===== config.mk =====
export PLATFORM = sky130hd
export DESIGN_NAME = scp_top
export DESIGN_NICKNAME = d
export VERILOG_FILES = /design/src/hw/scp_top.v
export VERILOG_INCLUDE_DIRS = /design/src /design/src/hw
export SDC_FILE = /design/constraint.sdc
export NUM_CORES = 1
export LEC_CHECK = 0
export BUFFER_PORTS_ARGS = -buffer_cell sky130_fd_sc_hd__buf_2
export CAP_MARGIN = 5
export CORE_MARGIN = 5
export CORE_UTILIZATION = 52
export DETAILED_ROUTE_END_ITERATION = 10
export GPL_TIMING_DRIVEN = 0
export PLACE_DENSITY_LB_ADDON = 0.1
export SLEW_MARGIN = 10
export SYNTH_ARGS = -nofsm -noshare
export SYNTH_HDL_FRONTEND = slang
export SYNTH_SLANG_ARGS = --single-unit

===== constraint.sdc =====
create_clock -name clk_sys_in -period 6.8 [get_ports clk_sys_in]
set_clock_uncertainty 0.15 [all_clocks]
set_input_delay 0.68 -clock clk_sys_in [delete_from_list [all_inputs] [get_ports clk_sys_in]]
set_output_delay 0.68 -clock clk_sys_in [all_outputs]
set_load 0.03 [all_outputs]

===== src/hw/scp_defines.vh =====
// constants for the system control ports block
// assumes an 8-bit host i/o bus with a 16-bit address
`ifndef SCP_DEFINES_VH
`define SCP_DEFINES_VH
`define SCP_ADDR_CTRL 16'h0061
`define SCP_ADDR_NMI 16'h0070
`define SCP_ADDR_AUX 16'h0078
`define SCP_ADDR_POST 16'h0080
`define SCP_ADDR_FPU_CLR 16'h00f0
`define SCP_ADDR_FPU_RST 16'h00f1
`define SCP_CTRL_MEM_PERR 7
`define SCP_CTRL_BUS_PERR 6
`define SCP_CTRL_SPK_TONE 5
`define SCP_CTRL_REFRESH 4
`define SCP_CTRL_BUS_PEN 3
`define SCP_CTRL_MEM_PEN 2
`define SCP_CTRL_SPK_DATA 1
`define SCP_CTRL_SPK_GATE 0
`define SCP_AUX_SPK_DIS 7
`define SCP_AUX_VSHADOW 6
`define SCP_AUX_FDC_DIS 5
`define SCP_AUX_HDC_DIS 4
`define SCP_AUX_VID_DIS 3
`define SCP_AUX_MONO 2
`define SCP_AUX_HALG_DIS 1
`define SCP_AUX_SLOW 0
`define SCP_NMI_MASK_BIT 7
`define SCP_CTRL_RESET 4'h0
`define SCP_AUX_RESET 8'h00
`define SCP_NMI_RESET 1'b1
`define SCP_POST_RESET 8'h00
`define SCP_RDATA_IDLE 8'h00
`endif


===== src/hw/scp_top.v =====
// system control ports: control, auxiliary, nmi mask, coprocessor strobes, post code
// assumes a single-cycle host i/o strobe and status inputs from other board clocks
`timescale 1ns/1ps
`default_nettype none
`include "scp_defines.vh"
module scp_top (
  input wire clk_sys_in,
  input wire reset_n_in,
  input wire [15:0] io_addr_in,
  input wire [7:0] io_wdata_in,
  input wire io_wr_in,
  input wire io_rd_in,
  input wire mem_perr_in,
  input wire bus_perr_in,
  input wire spk_tone_in,
  input wire refresh_in,
  output reg [7:0] io_rdata_out,
  output reg io_hit_out,
  output reg bus_perr_en_out,
  output reg mem_perr_en_out,
  output reg spk_data_out,
  output reg spk_gate_out,
  output reg [7:0] aux_ctrl_out,
  output reg nmi_mask_out,
  output reg fpu_busy_clr_out,
  output reg fpu_reset_out,
  output reg [7:0] post_code_out
);
  // reset images of the writable fields; bit positions follow the port layout
  localparam [3:0] CTRL_RST = `SCP_CTRL_RESET;
  localparam [7:0] AUX_RST = `SCP_AUX_RESET;
  localparam [0:0] NMI_RST = `SCP_NMI_RESET;
  localparam [7:0] POST_RST = `SCP_POST_RESET;
  localparam [7:0] RD_IDLE = `SCP_RDATA_IDLE; // shown whenever no mapped read is answered
  // positions of the four status levels in the synchroniser vector
  localparam ST_REFRESH = 0;
  localparam ST_SPK_TONE = 1;
  localparam ST_BUS_PERR = 2;
  localparam ST_MEM_PERR = 3;

  // status levels as they arrive from other board clocks
  wire [3:0] stat_raw;
  wire [3:0] stat_live;
  assign stat_raw = {mem_perr_in, bus_perr_in, spk_tone_in, refresh_in};

  // four flip-flops per level; a change is taken only once stages two and three
  // agree, so a one-cycle glitch never reaches the host, at the cost of dropping
  // pulses shorter than two cycles and about four cycles of latency
  genvar g;
  generate
    for (g = 0; g < 4; g = g + 1) begin : g_sync
      reg sync1_r;
      reg sync2_r;
      reg sync3_r;
      reg stat_r;
      always @(posedge clk_sys_in) begin
        if (!reset_n_in) begin
          sync1_r <= 1'b0;
          sync2_r <= 1'b0;
          sync3_r <= 1'b0;
          stat_r <= 1'b0;
        end else begin
          sync1_r <= stat_raw[g];
          sync2_r <= sync1_r;
          sync3_r <= sync2_r;
          if (sync2_r == sync3_r) begin
            stat_r <= sync3_r;
          end
        end
      end
      // only the filtered stage leaves the synchroniser
      assign stat_live[g] = stat_r;
    end
  endgenerate

  // full sixteen-bit compare; a partial decode would alias onto other peripherals
  function hit;
    input [15:0] a;
    input [15:0] ref_a;
    begin
      hit = (a == ref_a);
    end
  endfunction

  // one select per port, shared by the write, read and strobe paths
  wire sel_ctrl;
  wire sel_aux;
  wire sel_nmi;
  wire sel_post;
  wire sel_fpu_clr;
  wire sel_fpu_rst;
  wire io_acc;
  assign sel_ctrl = hit(io_addr_in, `SCP_ADDR_CTRL);
  assign sel_aux = hit(io_addr_in, `SCP_ADDR_AUX);
  assign sel_nmi = hit(io_addr_in, `SCP_ADDR_NMI);
  assign sel_post = hit(io_addr_in, `SCP_ADDR_POST);
  assign sel_fpu_clr = hit(io_addr_in, `SCP_ADDR_FPU_CLR);
  assign sel_fpu_rst = hit(io_addr_in, `SCP_ADDR_FPU_RST);
  assign io_acc = io_wr_in | io_rd_in;

  // next values of the host-writable fields
  reg bus_perr_en_nxt;
  reg mem_perr_en_nxt;
  reg spk_data_nxt;
  reg spk_gate_nxt;
  reg [7:0] aux_ctrl_nxt;
  reg nmi_mask_nxt;
  reg [7:0] post_code_nxt;

  // every field holds unless its own port is written; unmapped writes change nothing
  always @* begin
    bus_perr_en_nxt = bus_perr_en_out;
    mem_perr_en_nxt = mem_perr_en_out;
    spk_data_nxt = spk_data_out;
    spk_gate_nxt = spk_gate_out;
    aux_ctrl_nxt = aux_ctrl_out;
    nmi_mask_nxt = nmi_mask_out;
    post_code_nxt = post_code_out;
    if (io_wr_in) begin
      if (sel_ctrl) begin
        // bits 7..4 of the byte are status with no storage, so they are dropped here
        bus_perr_en_nxt = io_wdata_in[`SCP_CTRL_BUS_PEN];
        mem_perr_en_nxt = io_wdata_in[`SCP_CTRL_MEM_PEN];
        spk_data_nxt = io_wdata_in[`SCP_CTRL_SPK_DATA];
        spk_gate_nxt = io_wdata_in[`SCP_CTRL_SPK_GATE];
      end
      if (sel_aux) begin
        // stored raw: bits 7,5,4,3,1 are active-low enables and 6,2,0 active high;
        // consumers decode the polarity, so a readback shows exactly what was written
        aux_ctrl_nxt = io_wdata_in;
      end
      if (sel_nmi) begin
        // the low seven bits are the clock's index and are decoded by the clock itself
        nmi_mask_nxt = io_wdata_in[`SCP_NMI_MASK_BIT];
      end
      if (sel_post) begin
        // the last code stays visible for an external debug probe
        post_code_nxt = io_wdata_in;
      end
    end
  end

  // writable fields; each drives its output straight from the flip-flop
  always @(posedge clk_sys_in) begin
    if (!reset_n_in) begin
      bus_perr_en_out <= CTRL_RST[`SCP_CTRL_BUS_PEN];
      mem_perr_en_out <= CTRL_RST[`SCP_CTRL_MEM_PEN];
      spk_data_out <= CTRL_RST[`SCP_CTRL_SPK_DATA];
      spk_gate_out <= CTRL_RST[`SCP_CTRL_SPK_GATE];
      aux_ctrl_out <= AUX_RST;
      nmi_mask_out <= NMI_RST;
      post_code_out <= POST_RST;
    end else begin
      bus_perr_en_out <= bus_perr_en_nxt;
      mem_perr_en_out <= mem_perr_en_nxt;
      spk_data_out <= spk_data_nxt;
      spk_gate_out <= spk_gate_nxt;
      aux_ctrl_out <= aux_ctrl_nxt;
      nmi_mask_out <= nmi_mask_nxt;
      post_code_out <= post_code_nxt;
    end
  end

  // coprocessor strobes fire on a read or a write alike, for one cycle
  reg fpu_busy_clr_nxt;
  reg fpu_reset_nxt;
  always @* begin
    fpu_busy_clr_nxt = io_acc & sel_fpu_clr;
    fpu_reset_nxt = io_acc & sel_fpu_rst;
  end

  // registered so the coprocessor sees a clean pulse one cycle after the access
  always @(posedge clk_sys_in) begin
    if (!reset_n_in) begin
      fpu_busy_clr_out <= 1'b0;
      fpu_reset_out <= 1'b0;
    end else begin
      fpu_busy_clr_out <= fpu_busy_clr_nxt;
      fpu_reset_out <= fpu_reset_nxt;
    end
  end

  // read mux: the nmi port reads as unmapped, since the real-time clock answers there
  reg [7:0] rdata_nxt;
  reg hit_nxt;
  always @* begin
    rdata_nxt = RD_IDLE;
    hit_nxt = 1'b0;
    if (io_rd_in) begin
      if (sel_ctrl) begin
        // status half is live hardware state, never the bits last written
        rdata_nxt[`SCP_CTRL_MEM_PERR] = stat_live[ST_MEM_PERR];
        rdata_nxt[`SCP_CTRL_BUS_PERR] = stat_live[ST_BUS_PERR];
        rdata_nxt[`SCP_CTRL_SPK_TONE] = stat_live[ST_SPK_TONE];
        rdata_nxt[`SCP_CTRL_REFRESH] = stat_live[ST_REFRESH];
        rdata_nxt[`SCP_CTRL_BUS_PEN] = bus_perr_en_out;
        rdata_nxt[`SCP_CTRL_MEM_PEN] = mem_perr_en_out;
        rdata_nxt[`SCP_CTRL_SPK_DATA] = spk_data_out;
        rdata_nxt[`SCP_CTRL_SPK_GATE] = spk_gate_out;
        hit_nxt = 1'b1;
      end else if (sel_aux) begin
        rdata_nxt = aux_ctrl_out;
        hit_nxt = 1'b1;
      end else if (sel_post) begin
        rdata_nxt = post_code_out;
        hit_nxt = 1'b1;
      end
    end
  end

  // read answer stands for exactly one cycle, then returns to the idle value
  always @(posedge clk_sys_in) begin
    if (!reset_n_in) begin
      io_rdata_out <= RD_IDLE;
      io_hit_out <= 1'b0;
    end else begin
      io_rdata_out <= rdata_nxt;
      io_hit_out <= hit_nxt;
    end
  end
endmodule // scp_top
`default_nettype wire


==> summary.txt <==
Run status
  • Outcome: complete, no violations

Floorplan
  • Total core area: 0.003390 mm2
  • Die width: around 70 um
  • Die area: around 0.0048 mm2
  • Die H: just under 70 um
  • Starting Density: ~54%
  • I/O pin count: 64
  • Cell row count: 21

Logic synthesis
  • Post-synth EDFFs: 0
  • Cell variety after synth: 26
  • Area contributors post-synth: dfxtp_1, mux2i_1, nand2_1, and2_1, o21ai_0
  • Top cell type's share of synthesized area: 52.24%
  • Top FF cell, synth: dfxtp_1
  • Post-Synthesis Cells: between 150 and 200
  • Synthesized netlist net count: around 220
  • Synth area leader: dfxtp_1
  • Seq/Total Area, Yosys: a little over half
  • Syn. warnings: 0
  • Synthesized area per cell: 9.680 um2
  • Mapped cell area: 0.001839 mm2
  • Seq cells post-synth: between 40 and 50
  • Post-synthesis async set-or-reset flop share: 0%

Pwr
  • P_leak: about 1.0 nW
  • VDD IR-drop max: around 0.14 mV
  • PwrDens: ~200 mW/mm2

GRT
  • Initial antenna violation count: 0
  • Vias in the first global route: between 1,500 and 2,000
  • Largest net degree at the start of global routing: 15
  • First-pass GRT wire length: ~7200 um
  • Remaining Overflow, GRT: 0
  • Tot GR Track Use: 18.13%

Worst setup path
  • Worst flop-to-flop path endpoint: io_rdata_out[5]$_SDFF_PN0_
  • Worst Path Required: 6.94 ns
  • Startpoint types: input pin
  • FF-to-FF path depth: 2
  • R2r startpoint: aux_ctrl_out[5]$_SDFFE_PN0P_
  • Worst reg-to-reg setup slack: 5.84 ns
  • CP arrival: about 2.8 ns
  • Kind of critical path: input pin to flip-flop
  • Crit Path Max Fanout: 8
  • Worst setup EP type: flip-flop

CTS
  • CTS tree: yes
  • Hold_buf cts: 0
  • CTS Buffer Depth: 2
  • # Post-CTS Setup Buffers: 0
  • CTS Sinks: between 40 and 50
  • TritonCTS Buffers: 5
  • Root Driver: clkbuf_4
  • Clk Latency, worst-skew pair: about 0.35 ns
  • H-Tree Depth: 2
  • Post-cts sizing count: 0
  • CTS clk-pin slew, worst paths: between 0.1 and 0.15 ns

Placed design
  • IO buf count: 63
  • Placer Congestion: approximately 0.86
  • DP HPWL: between 3000 and 4000 um
  • Placed insts: about 300

Detailed routing
  • Final wirelength: between 4000 and 5000 um
  • Drt wl/cell: about 14 um
  • Vias: ~1,600
  • Vias per inst: between 5 and 6
  • # DRC: 0
  • Routed Antenna Nets: 0
  • Violation count after the first detailed-route iteration: between 90 and 100
  • Pre-Repair DR Iteration Count: 4

STA
  • Ratio of final minimum period to clock period: between 30% and 40%
  • Fin. max-slew vios: 0
  • Final count of hold timing violations: 0
  • RSZ-0062 raised after global routing: false
  • Minimum clock period: between 2 and 3 ns
  • Setup TNS: 0 ns
  • Worst relative slew slack: a little over a quarter
  • Worst slew pin tran: ~1.1 ns
  • Max Clk Rate: roughly 0.38 GHz
  • Setup violations, final: 0

Hold path
  • Hold crit path type: flip-flop to flip-flop
  • Hold Path Depth: 1
  • Worst Hold Launch: g_sync[1].sync1_r$_SDFF_PN0_
  • Hold EP: g_sync[1].sync2_r$_SDFF_PN0_

Cells and area
  • Ant diodes: 0
  • Nets: around 290
  • Area Overhead vs Synth: 23.54%
  • Layout cells sized above 1: a little under a third
  • Fin cells: 306

Job
  • Max Cap Viol: 0
[cells in the final DEF (no fill, tap or decap), types with 2 or more instances in the layout]
cell / synthesis / routed
buf_2: 1 / 64
dfxtp_1: 48 / 48
nand2_1: 35 / 35
mux2i_1: 20 / 20
and2_1: 13 / 13
o21ai_0: 13 / 13
clkbuf_1: 8 / 8
nor2_1: 7 / 7
nor4_1: 5 / 5
clkbuf_4: 0 / 5
or4_1: 4 / 4
nand3_1: 4 / 4
a21boi_0: 4 / 4
a221oi_1: 4 / 4
a22oi_1: 4 / 4
a21oi_1: 4 / 4
or4b_2: 3 / 3
or4_4: 2 / 2
inv_1: 2 / 2
and4b_1: 2 / 2
[logic make-up after synthesis]
group	synth area share [%]
multiplexers	10.88
flip-flops	52.24
AND/OR/NAND/NOR	23.81
AO/OA/AOI/OAI	10.75
buffers and inverters	2.313
[through the flow]
step                      util [%]  setup slack [ns]  hold slack (ns)  instance area [um2]  power, mW
after global routing         67.04             4.060           0.3292                 2272     0.4670
after global placement       65.26             3.809           0.2668                 2212     0.3183
after detailed placement     65.26             3.815           0.2733                 2212     0.3188
after floorplan                  -             4.086           0.2619                 1839     0.3033
after CTS                    67.04             4.193           0.3050                 2272     0.4525
final                        67.04             4.184           0.2905                 2272     0.4497
[per-layer routing]
layer / part of all wire, % / global-route usage, % / up-vias
li1: - / - / 820
met1: 47 / 23.24 / 729
met2: 44 / 29.03 / 68
met3: 8.3 / 6.087 / 6
met4: 0.85 / 4.989 / 0
met5: 0 / 0 / -
[critical path: stages]
cell     delay [ns]
buf_2          0.10
or4_4          0.57
or4_4          0.50
nor3_2         0.65
mux2i_1        0.25
[power breakdown]
part           total, mW  switching (mW)  internal [mW]
combinational     0.0273          0.0152         0.0120
sequential         0.285        0.000986          0.284
clock              0.137          0.0880         0.0493
total              0.450           0.104          0.345
[layout make-up]
cell class | instances | area [um2]
multi-input cells | 131 | 835.8
repair buffers | 63 | 315.3
plain buffers | 9 | 35.03
well taps | 46 | 57.56
fillers | 292 | 1117
inverters | 2 | 7.507
flip-flops and latches | 48 | 960.9
clock inverters | 1 | 8.758
clock buffers | 6 | 51.30
[cell usage after synthesis, drive strengths merged (3+ instances only)]
library cell and instances:
nand3 4, a21oi 4, dfxtp 48, or4b 3, and2 13, nor4 6, clkbuf 8, mux2i 20
nor2 7, o21ai 13, a21boi 4, a22oi 4, a221oi 4, nand2 35, or4 6
[flip-flops by register name, summed over array words and instances (netlist names), 4 cells and up]
name and flops:
aux_ctrl_out 8, g_sync.stat_r 4, g_sync.sync1_r 4, g_sync.sync2_r 4, g_sync.sync3_r 4, io_rdata_out 8, post_code_out 8
[worst max-delay path by stage]
| stage | slack (ns) | startpoint | depth (start not counted) | endpoint |
|---|---|---|---|---|
| finish | 4.18 | io_addr_in[9] | 5 | aux_ctrl_out[4]$_SDFFE_PN0P_ |
| global route | 4.06 | io_addr_in[9] | 5 | aux_ctrl_out[0]$_SDFFE_PN0P_ |
| CTS | 4.19 | io_addr_in[9] | 5 | aux_ctrl_out[0]$_SDFFE_PN0P_ |
| detailed placement | 3.82 | io_addr_in[9] | 5 | aux_ctrl_out[3]$_SDFFE_PN0P_ |
| global placement | 3.81 | io_addr_in[9] | 5 | aux_ctrl_out[2]$_SDFFE_PN0P_ |
| floorplan | 4.09 | io_addr_in[9] | 5 | bus_perr_en_out$_SDFFE_PN0P_ |
Note: power is estimated with default switching activity, not from simulation.
